[src/hdl/hrxf_pkg.sv]
// package of register offsets, field positions, reset values and fifo geometry
package hrxf_pkg;
	// ==========================================================
	// register map, byte offsets on the host bus
	localparam logic [7:0] OFF_CTRL = 8'hB0;
	localparam logic [7:0] OFF_LIVE = 8'hB4;
	localparam logic [7:0] OFF_LATCH = 8'hB6;
	localparam logic [7:0] OFF_IRQEN = 8'hB8;
	localparam logic [7:0] OFF_DATA = 8'hBC;
	// ==========================================================
	// event bit positions, shared by latched flags and enables
	localparam int BIT_OVF = 7;
	localparam int BIT_PEND = 4;
	localparam int BIT_PSTART = 3;
	localparam int BIT_FULL = 2;
	localparam int BIT_AVAIL = 0;
	localparam logic [15:0] EVENT_MASK = 16'h009D;
	// ==========================================================
	// control register fields and reset value
	localparam int CTRL_REORDER = 3;
	localparam int CTRL_FIFO_RST = 0;
	localparam int CTRL_THR_LO = 8;
	localparam logic [15:0] CTRL_RESET = 16'h0800;
	localparam logic [15:0] CTRL_MASK = 16'h1F09;
	localparam logic [15:0] IRQEN_RESET = 16'h0000;
	// ==========================================================
	// live status fields
	localparam int LIVE_FULL = 2;
	localparam int LIVE_EMPTY = 1;
	localparam int LIVE_AVAIL = 0;
	// ==========================================================
	// packet state codes
	localparam logic [2:0] PS_MIDDLE = 3'h0;
	localparam logic [2:0] PS_START = 3'h1;
	localparam logic [2:0] PS_END_GOOD = 3'h4;
	localparam logic [2:0] PS_END_FCS = 3'h5;
	localparam logic [2:0] PS_END_ODD = 3'h6;
	localparam logic [2:0] PS_END_ABORT = 3'h7;
	// ==========================================================
	// fifo geometry
	localparam int FIFO_DEPTH = 256;
	localparam int FIFO_AW = 8;
	localparam int GROUP_SHIFT = 3;
endpackage

[src/hdl/hrxf_top.sv]
// receive hdlc fifo read-out with status latches and interrupt gating
// Summary of operation
// - fifo overflow sets latched bit 7
// - packet end written sets latched bit 4
// - packet start written sets latched bit 3
// - full rising edge sets latched bit 2
// - available rising edge sets latched bit 0
// - irq needs flag, enable, port enable
// - upper byte read advances fifo
// - lower byte shows status of next data
// - fifo byte sits in bits 15:8
// - reorder picks first bit lsb or msb
// - codes: 000 middle, 001 start
// - end codes 100 good to 111 abort
// - valid bit 0 low when fifo empty
// - live full high only when full
// - available when count reaches threshold groups
`timescale 1ns/1ps
module hrxf_top #(
	parameter int AW = hrxf_pkg::FIFO_AW
) (
	input wire logic clock,
	input wire logic reset_n,
	// host register port, 16-bit with byte lanes
	input wire logic [7:0] host_addr,
	input wire logic host_rd,
	input wire logic host_wr,
	input wire logic [1:0] host_be,
	input wire logic [15:0] host_wdata,
	output logic [15:0] host_rdata,
	// byte stream from the deframer, in arrival bit order
	input wire logic rx_valid,
	output logic rx_ready,
	input wire logic [7:0] rx_byte,
	input wire logic [2:0] rx_code,
	// global per-port interrupt enable
	input wire logic port_global_irq_en,
	output logic irq
);
	localparam int W = 11;
	typedef enum logic [1:0] {
		HRXF_IDLE = 2'b00,
		HRXF_LOAD = 2'b01,
		HRXF_SHOW = 2'b11
	} hrxf_state_t;

	// ==========================================================
	// registers
	logic [15:0] ctrl_ff;
	logic [15:0] latch_ff;
	logic [15:0] irqen_ff;
	logic full_prev_ff;
	logic avail_prev_ff;
	logic [7:0] fifo_byte_ff;
	logic [2:0] packet_state_code_ff;
	logic byte_valid_ff;
	logic [15:0] rdata_ff;
	hrxf_state_t state_ff;
	hrxf_state_t nxt_state;

	// ==========================================================
	// address decode and access strobes
	wire sel_ctrl = (host_addr == hrxf_pkg::OFF_CTRL);
	wire sel_live = (host_addr == hrxf_pkg::OFF_LIVE);
	wire sel_latch = (host_addr == hrxf_pkg::OFF_LATCH);
	wire sel_irqen = (host_addr == hrxf_pkg::OFF_IRQEN);
	wire sel_data = (host_addr == hrxf_pkg::OFF_DATA);
	wire [15:0] lane_mask = {{8{host_be[1]}}, {8{host_be[0]}}};
	wire [15:0] wmask = host_wdata & lane_mask;
	// only an upper-byte read of the data word pops an entry
	wire upper_read = host_rd && sel_data && host_be[1];

	// ==========================================================
	// skid buffer in front of the fifo so a stall drops nothing
	wire [W-1:0] skid_out;
	wire skid_valid;
	wire skid_ready;
	wire reorder = ctrl_ff[hrxf_pkg::CTRL_REORDER];
	wire flush = ctrl_ff[hrxf_pkg::CTRL_FIFO_RST];
	// with reordering the first bit ends in the msb
	wire [7:0] rx_mirror = {rx_byte[0], rx_byte[1], rx_byte[2], rx_byte[3],
		rx_byte[4], rx_byte[5], rx_byte[6], rx_byte[7]};
	wire [7:0] rx_ordered = reorder ? rx_mirror : rx_byte;

	hrxf_skid #(.WIDTH(W)) u_skid (
		.clock(clock),
		.reset_n(reset_n),
		.in_valid(rx_valid && !flush),
		.in_ready(rx_ready),
		.in_data({rx_code, rx_ordered}),
		.out_valid(skid_valid),
		.out_ready(skid_ready),
		.out_data(skid_out)
	);

	// ==========================================================
	// receive fifo
	wire [W-1:0] fifo_out;
	wire [AW:0] fifo_count;
	wire fifo_ovf;
	wire fifo_rd;
	localparam logic [AW:0] DEPTH = (AW+1)'(1 << AW);
	wire fifo_full_live = (fifo_count == DEPTH);
	wire fifo_empty = (fifo_count == '0);
	// the skid stalls while full; overflow is flagged every cycle a word waits, and nothing is lost
	assign skid_ready = !fifo_full_live || flush;
	wire wr_en = skid_valid && !flush;

	hrxf_fifo #(.WIDTH(W), .AW(AW)) u_fifo (
		.clock(clock),
		.reset_n(reset_n),
		.flush(flush),
		.wr_en(wr_en),
		.wr_data(skid_out),
		.rd_en(fifo_rd),
		.rd_data(fifo_out),
		.count(fifo_count),
		.overflow(fifo_ovf)
	);

	// threshold in groups of eight bytes, 8 groups after reset; flush forces available low
	wire [AW+1:0] thr_bytes = (AW+2)'({ctrl_ff[12:8], 3'h0});
	wire data_avail_live = !flush && ({1'b0, fifo_count} >= thr_bytes);

	// ==========================================================
	// event detection
	wire wr_take = wr_en && !fifo_full_live;
	wire [2:0] wr_code = skid_out[10:8];
	wire ev_start = wr_take && (wr_code == hrxf_pkg::PS_START);
	wire ev_end = wr_take && wr_code[2];
	wire ev_full = fifo_full_live && !full_prev_ff;
	wire ev_avail = data_avail_live && !avail_prev_ff;
	// overflow: a word presented at a full fifo is flagged and held in the skid
	wire ev_ovf = fifo_ovf || (skid_valid && fifo_full_live && !flush);
	wire [15:0] ev_vec = {8'h00, ev_ovf, 2'b00, ev_end, ev_start, ev_full,
		1'b0, ev_avail};
	wire [15:0] w1c = (host_wr && sel_latch) ? wmask : 16'h0000;
	// set beats clear when both land in one cycle
	wire [15:0] nxt_latch = ((latch_ff & ~w1c) | ev_vec) & hrxf_pkg::EVENT_MASK;

	// interrupt: flag and enable and port enable
	assign irq = port_global_irq_en && |(latch_ff & irqen_ff);

	// ==========================================================
	// presentation state machine: load the head entry into the word
	// an empty fifo is never popped
	assign fifo_rd = (state_ff == HRXF_SHOW) && upper_read && !fifo_empty;
	always_comb begin
		nxt_state = state_ff;
		case (state_ff)
			HRXF_IDLE: if (!fifo_empty && !flush) nxt_state = HRXF_LOAD;
			HRXF_LOAD: nxt_state = HRXF_SHOW;
			HRXF_SHOW: if (flush || upper_read) nxt_state = HRXF_IDLE;
			default: nxt_state = HRXF_IDLE;
		endcase
	end

	always_ff @(posedge clock) begin
		if (!reset_n)
			state_ff <= HRXF_IDLE;
		else
			state_ff <= nxt_state;
	end

	// presented byte, code and valid; refreshed only on load, upper read or flush
	always_ff @(posedge clock) begin
		if (!reset_n) begin
			fifo_byte_ff <= 8'h00;
			packet_state_code_ff <= hrxf_pkg::PS_MIDDLE;
			byte_valid_ff <= 1'b0;
		end else if (state_ff == HRXF_LOAD) begin
			fifo_byte_ff <= fifo_out[7:0];
			packet_state_code_ff <= fifo_out[10:8];
			byte_valid_ff <= 1'b1;
		end else if (flush || (upper_read && state_ff == HRXF_SHOW)) begin
			byte_valid_ff <= 1'b0;
		end
	end

	// ==========================================================
	// control, enables and latches
	always_ff @(posedge clock) begin
		if (!reset_n) begin
			ctrl_ff <= hrxf_pkg::CTRL_RESET;
			irqen_ff <= hrxf_pkg::IRQEN_RESET;
			latch_ff <= 16'h0000;
			full_prev_ff <= 1'b0;
			avail_prev_ff <= 1'b0;
		end else begin
			if (host_wr && sel_ctrl)
				ctrl_ff <= ((ctrl_ff & ~lane_mask) | wmask) & hrxf_pkg::CTRL_MASK;
			if (host_wr && sel_irqen)
				irqen_ff <= ((irqen_ff & ~lane_mask) | wmask) & hrxf_pkg::EVENT_MASK;
			latch_ff <= nxt_latch;
			full_prev_ff <= fifo_full_live;
			avail_prev_ff <= data_avail_live;
		end
	end

	// ==========================================================
	// read mux; lower byte shows the status of the byte above
	wire [15:0] live_word = {13'h0000, fifo_full_live, fifo_empty, data_avail_live};
	wire [15:0] data_word = {fifo_byte_ff, 4'h0, packet_state_code_ff, byte_valid_ff};
	wire [15:0] rd_mux = sel_ctrl ? ctrl_ff :
		sel_live ? live_word :
		sel_latch ? latch_ff :
		sel_irqen ? irqen_ff :
		sel_data ? data_word : 16'h0000;

	// read data registered; unmapped addresses read zero
	always_ff @(posedge clock) begin
		if (!reset_n)
			rdata_ff <= 16'h0000;
		else if (host_rd)
			rdata_ff <= rd_mux & lane_mask;
	end
	assign host_rdata = rdata_ff;
endmodule // hrxf_top

[src/hdl/hrxf_skid.sv]
// two-entry buffer with valid and ready on both sides
`timescale 1ns/1ps
module hrxf_skid #(
	parameter int WIDTH = 11
) (
	input wire logic clock,
	input wire logic reset_n,
	input wire logic in_valid,
	output logic in_ready,
	input wire logic [WIDTH-1:0] in_data,
	output logic out_valid,
	input wire logic out_ready,
	output logic [WIDTH-1:0] out_data
);
	logic [WIDTH-1:0] mem_ff [2];
	logic rd_ff;
	logic wr_ff;
	logic [1:0] cnt_ff;
	wire push = in_valid && in_ready;
	wire pop = out_valid && out_ready;

	// handshake flags come straight from the fill count
	assign in_ready = (cnt_ff != 2'h2);
	assign out_valid = (cnt_ff != 2'h0);
	assign out_data = mem_ff[rd_ff];

	// ==========================================================
	// storage and pointers
	always_ff @(posedge clock) begin
		if (!reset_n) begin
			rd_ff <= 1'b0;
			wr_ff <= 1'b0;
			cnt_ff <= 2'h0;
			mem_ff[0] <= '0;
			mem_ff[1] <= '0;
		end else begin
			if (push) begin
				mem_ff[wr_ff] <= in_data;
				wr_ff <= ~wr_ff;
			end
			if (pop)
				rd_ff <= ~rd_ff;
			cnt_ff <= cnt_ff + {1'b0, push} - {1'b0, pop};
		end
	end
endmodule // hrxf_skid

[src/hdl/hrxf_fifo.sv]
// receive byte fifo with entry count
`timescale 1ns/1ps
module hrxf_fifo #(
	parameter int WIDTH = 11,
	parameter int AW = 8
) (
	input wire logic clock,
	input wire logic reset_n,
	input wire logic flush,
	input wire logic wr_en,
	input wire logic [WIDTH-1:0] wr_data,
	input wire logic rd_en,
	output logic [WIDTH-1:0] rd_data,
	output logic [AW:0] count,
	output logic overflow
);
	localparam logic [AW:0] DEPTH = (AW+1)'(1 << AW);
	logic [WIDTH-1:0] mem_ff [1 << AW];
	logic [AW-1:0] wp_ff;
	logic [AW-1:0] rp_ff;
	logic [AW:0] cnt_ff;
	wire full = (cnt_ff == DEPTH);
	wire empty = (cnt_ff == '0);
	wire do_wr = wr_en && !full;
	wire do_rd = rd_en && !empty;

	// a write into a full fifo is dropped, and flagged unless a read lands in the same cycle
	assign overflow = wr_en && full && !do_rd;
	assign rd_data = mem_ff[rp_ff];
	assign count = cnt_ff;

	// ==========================================================
	// memory write, kept out of reset to stay a plain array
	always_ff @(posedge clock) begin
		if (do_wr)
			mem_ff[wp_ff] <= wr_data;
	end

	// pointers and count
	always_ff @(posedge clock) begin
		if (!reset_n || flush) begin
			wp_ff <= '0;
			rp_ff <= '0;
			cnt_ff <= '0;
		end else begin
			if (do_wr)
				wp_ff <= wp_ff + 1'b1;
			if (do_rd)
				rp_ff <= rp_ff + 1'b1;
			cnt_ff <= cnt_ff + (AW+1)'(do_wr) - (AW+1)'(do_rd);
		end
	end
endmodule // hrxf_fifo

[config.mk]
export PLATFORM = sky130hd
export DESIGN_NAME = hrxf_top
export DESIGN_NICKNAME = d
export VERILOG_FILES = /design/src/hdl/hrxf_pkg.sv /design/src/hdl/hrxf_top.sv /design/src/hdl/hrxf_skid.sv /design/src/hdl/hrxf_fifo.sv
export SDC_FILE = /design/constraint.sdc
export NUM_CORES = 2
export LEC_CHECK = 0
export BUFFER_PORTS_ARGS = -buffer_cell sky130_fd_sc_hd__buf_2
export CAP_MARGIN = 20
export CORE_MARGIN = 2
export CORE_UTILIZATION = 56
export CTS_BUF_LIST = sky130_fd_sc_hd__clkbuf_4 sky130_fd_sc_hd__clkbuf_8
export CTS_CLUSTER_DIAMETER = 40
export DETAILED_ROUTE_END_ITERATION = 6
export PLACE_DENSITY = 0.72
export SLEW_MARGIN = 30
export SYNTH_ARGS = -nofsm -noshare
export SYNTH_HDL_FRONTEND = slang
export SYNTH_SLANG_ARGS = --single-unit
[constraint.sdc]
create_clock -name clock -period 10.7 [get_ports clock]
set_input_delay 0.535 -clock clock [delete_from_list [all_inputs] [get_ports clock]]
set_output_delay 0.535 -clock clock [all_outputs]
set_load 0.005 [all_outputs]
==> results.ini <==
[job]
max_cap_violations=0

[floorplan]
rows=165
start_util=0.563
die-area_um2=206000
core_region_area_um2=202000
ios=61
die_w_um=454
die_h_um=454

[synthesis]
ys_dominant_reg_cell=edfxtp_1
synth_cell_types=78
synth_area_leaders=edfxtp_1 75%, mux4_2 13%, mux2i_1 2.4%, nor2_1 1.4%, dfxtp_1 1.4%
ys_async_sr_fraction=0
syn_area_um2=114000
syn_avg_cell_area_um2=20.7
synthCells=5486
yosysSeqAreaShare=0.764
synth_edf_count=2838
ys.warnings.count=0
synth_area_leader_cell=edfxtp_1
synth-seq-cells=2915
synth_top_area_share=0.750

[cts]
cts_root_buf=clkbuf_8
clk_pin_slew_ns=0.06
post_cts_buffers=0
clk_latency_ns=1.13
clock_sinks=2915
cts_tree=done
cts_buffers=459
clk_path_buf_depth=4
htreeDepth=5

[detailed_routing]
vias_per_cell=6.62
drc_errors=2
drt.antenna.violating_nets=0
vias=59006
drt_iter0_drc=8577
drt_wl_total_um=295000
firstDrtPassIters=7
wl_per_cell_um=33.1

[placed_design]
port_buffers=52
dpl.hpwl_um=173000
gp_congestion=0.930

[sta]
whs_ns=0.108
fmax_mhz=189
hold_viol=0
slew_headroom=0.175
rsz0062_at_grt=no
setup_viol=0
setup_tns_ns=0
slew_violations=0
fin_skew_ns=0.0885
min_period_ns=5.30
finalCritPeriodShare=0.495
worst_pin_slew_ns=1.24

[setup_path]
max_stage_delay_ns=0.87
critPathRequiredTime_ns=11.70
critPathCaptureType=flip-flop
critPathLaunchType=flip-flop
cp_slowest_cell=o21ai_0
path_cells=buf_12 -> buf_4 -> mux4_2 -> a221o_1 -> o21ai_0 -> o2111ai_1 -> a32o_1 -> a41o_1
reg2reg_from=u_fifo.rp_ff[0]
critPathKind=reg2reg
critical_path_arrival_ns=6.30
startpoint=u_fifo.rp_ff[0]
crit_path_max_fanout=79

[grt]
grt_util_all_layers=0.286
grt_use_met3=0.0823
grt_pass1_vias=57441
top_usage_layer=met2
grt_max_degree=162
grt.overflow.total=0
grt_pass1_wl_um=417000
met1_usage=0.396
grt_antenna_before_repair=7
grtUsageMet2=0.431

[final_layout]
nNetsFinal=5955
fillCellCount=13465
seq_area_um2=86800
area_growth_pct=11.5
multiInputGateArea_um2=25600
drive_above_1_share=0.293

[power_and_ir_drop]
powerDensity_nw_per_um2=193
p_sw_w=0.00588
p_int_w=0.0186
swShare=0.240
worst_ir_drop_vdd_uv=182
p_clk_frac=0.368
p_leak_nw=38.5
p_seq_frac=0.556
pwr-share-comb=0.076

[status]
status=complete, but fails checks
violations=design-rule violations

[hold_path]
holdCritStartpoint=host_addr[2]
min_path_type=in2reg

==> state kept, by name (all words and copies together), names as in the netlist, named ones only <==
signal,flops
avail_prev_ff,1
host_rdata,14
latch_ff,5
byte_valid_ff,1
u_skid.mem_ff,22
u_fifo.rp_ff,8
u_fifo.count,9
u_skid.wr_ff,1
u_fifo.mem_ff,2816
u_skid.cnt_ff,2
u_fifo.wp_ff,8
u_skid.rd_ff,1
fifo_byte_ff,8
state_ff,2
full_prev_ff,1
packet_state_code_ff,3
==> final cells by class <==
cell class,instances,area share
Timing Repair Buffer,257,0.0169
Sequential cell,2915,0.685
Tap cell,2672,0.0264
Multi-Input combinational cell,2216,0.202
Clock inverter,196,0.00853
Inverter,38,0.00116
Antenna cell,8,0.000158
Clock buffer,610,0.0594
==> stage by stage <==
stage | area [µm²] | std cells | utilization | total power [W] | worst slack [ns]
4_1_cts | 126000 | 8901 | 0.626 | 0.0245 | 5.59
6_report | 127000 | 8912 | 0.627 | 0.0245 | 5.40
2_1_floorplan | 114000 | 5487 | - | 0.0147 | 6.70
3_5_place_dp | 117000 | 8049 | 0.582 | 0.0156 | 5.63
3_3_place_gp | 117000 | 8044 | 0.578 | 0.0155 | 5.64
5_1_grt | 127000 | 8905 | 0.627 | 0.0251 | 5.36
==> worst paths after layout <==
kind | cells past startpoint | endpoint | slack, ns
min | 6 | host_rdata[12] | 0.11
max | 8 | fifo_byte_ff[6] | 5.40
min reg2reg | 2 | latch_ff[0] | 0.49
max reg2reg | 8 | fifo_byte_ff[6] | 5.40
==> synth_stat cells, types with 10 or more instances <==
| library cell | instances |
|---|---|
| mux4_2 | 651 |
| buf_6 | 33 |
| xor2_1 | 11 |
| a21oi_1 | 99 |
| dfxtp_1 | 77 |
| mux2i_1 | 269 |
| o211ai_1 | 16 |
| a211oi_1 | 22 |
| nor2b_1 | 24 |
| buf_8 | 10 |
| inv_1 | 33 |
| nand4_1 | 20 |
| clkbuf_1 | 116 |
| edfxtp_1 | 2838 |
| buf_1 | 13 |
| nand3_1 | 34 |
| buf_2 | 104 |
| a222oi_1 | 11 |
| o221ai_1 | 30 |
| a21o_1 | 14 |
| nor3_1 | 31 |
| o22ai_1 | 61 |
| nor2_1 | 422 |
| ha_1 | 24 |
| xnor2_1 | 10 |
| a22o_1 | 10 |
| o21ai_0 | 58 |
| a22oi_1 | 47 |
| a221oi_1 | 37 |
| nand2_1 | 126 |
| and3_1 | 17 |
| buf_4 | 39 |
| mux2_2 | 34 |
==> power by group through the flow <==
stage,logic [W],clock network (W),registers (W)
detailed placement,0.00179,0,0.0139
global placement,0.00168,0,0.0138
global route,0.00196,0.00955,0.0136
CTS,0.00180,0.00908,0.0136
finish,0.00186,0.00901,0.0136
floorplan,0.000846,0,0.0139
==> logic make-up (layout without fill, tap and decap cells) <==
family,count (synthesis),in the layout,share of synthesized area
mux,954,954,0.156
flops,2915,2915,0.764
simple gates,723,723,0.0273
other cells,1,10,0.0000330
fa+ha+maj,25,25,0.00282
buf+inv,356,1101,0.0178
compound gates,491,491,0.0304
xor+xnor,21,21,0.00162
==> worst max-delay path: cells and delay by family (launching register included) <==
family	cells	cell delay [ns]
flip-flops	1	0.72
buffers and inverters	2	1.19
AO/OA/AOI/OAI	5	2.50
multiplexers	1	0.59
==> per-layer routing <==
metal | vias up | part of all wire
li1 | 23601 | -
met1 | 30715 | 0.37
met2 | 3985 | 0.46
met3 | 703 | 0.12
met4 | 2 | 0.047
met5 | - | 0.000044
==> timing repair <==
| action | 4_1_cts | 5_1_grt |
|---|---|---|
| hold buffers | 46 | 0 |
| resized for setup | 0 | 0 |
| hold endpoints to repair | 69 | 0 |
==> placed cells by master, fill, tap and decap left out, drive strengths merged, types with 39 or more instances in the layout <==
cell and n:
edfxtp 2838, mux4 651, clkbuf 610, nor2 422, mux2i 269, buf 211, clkinv 176, nand2 126
a21oi 99, dfxtp 77, o21ai 62, o22ai 61, a22oi 47, dlygate4sd3 46, a221oi 40, inv 39
Power figures use the tool's default switching activity.
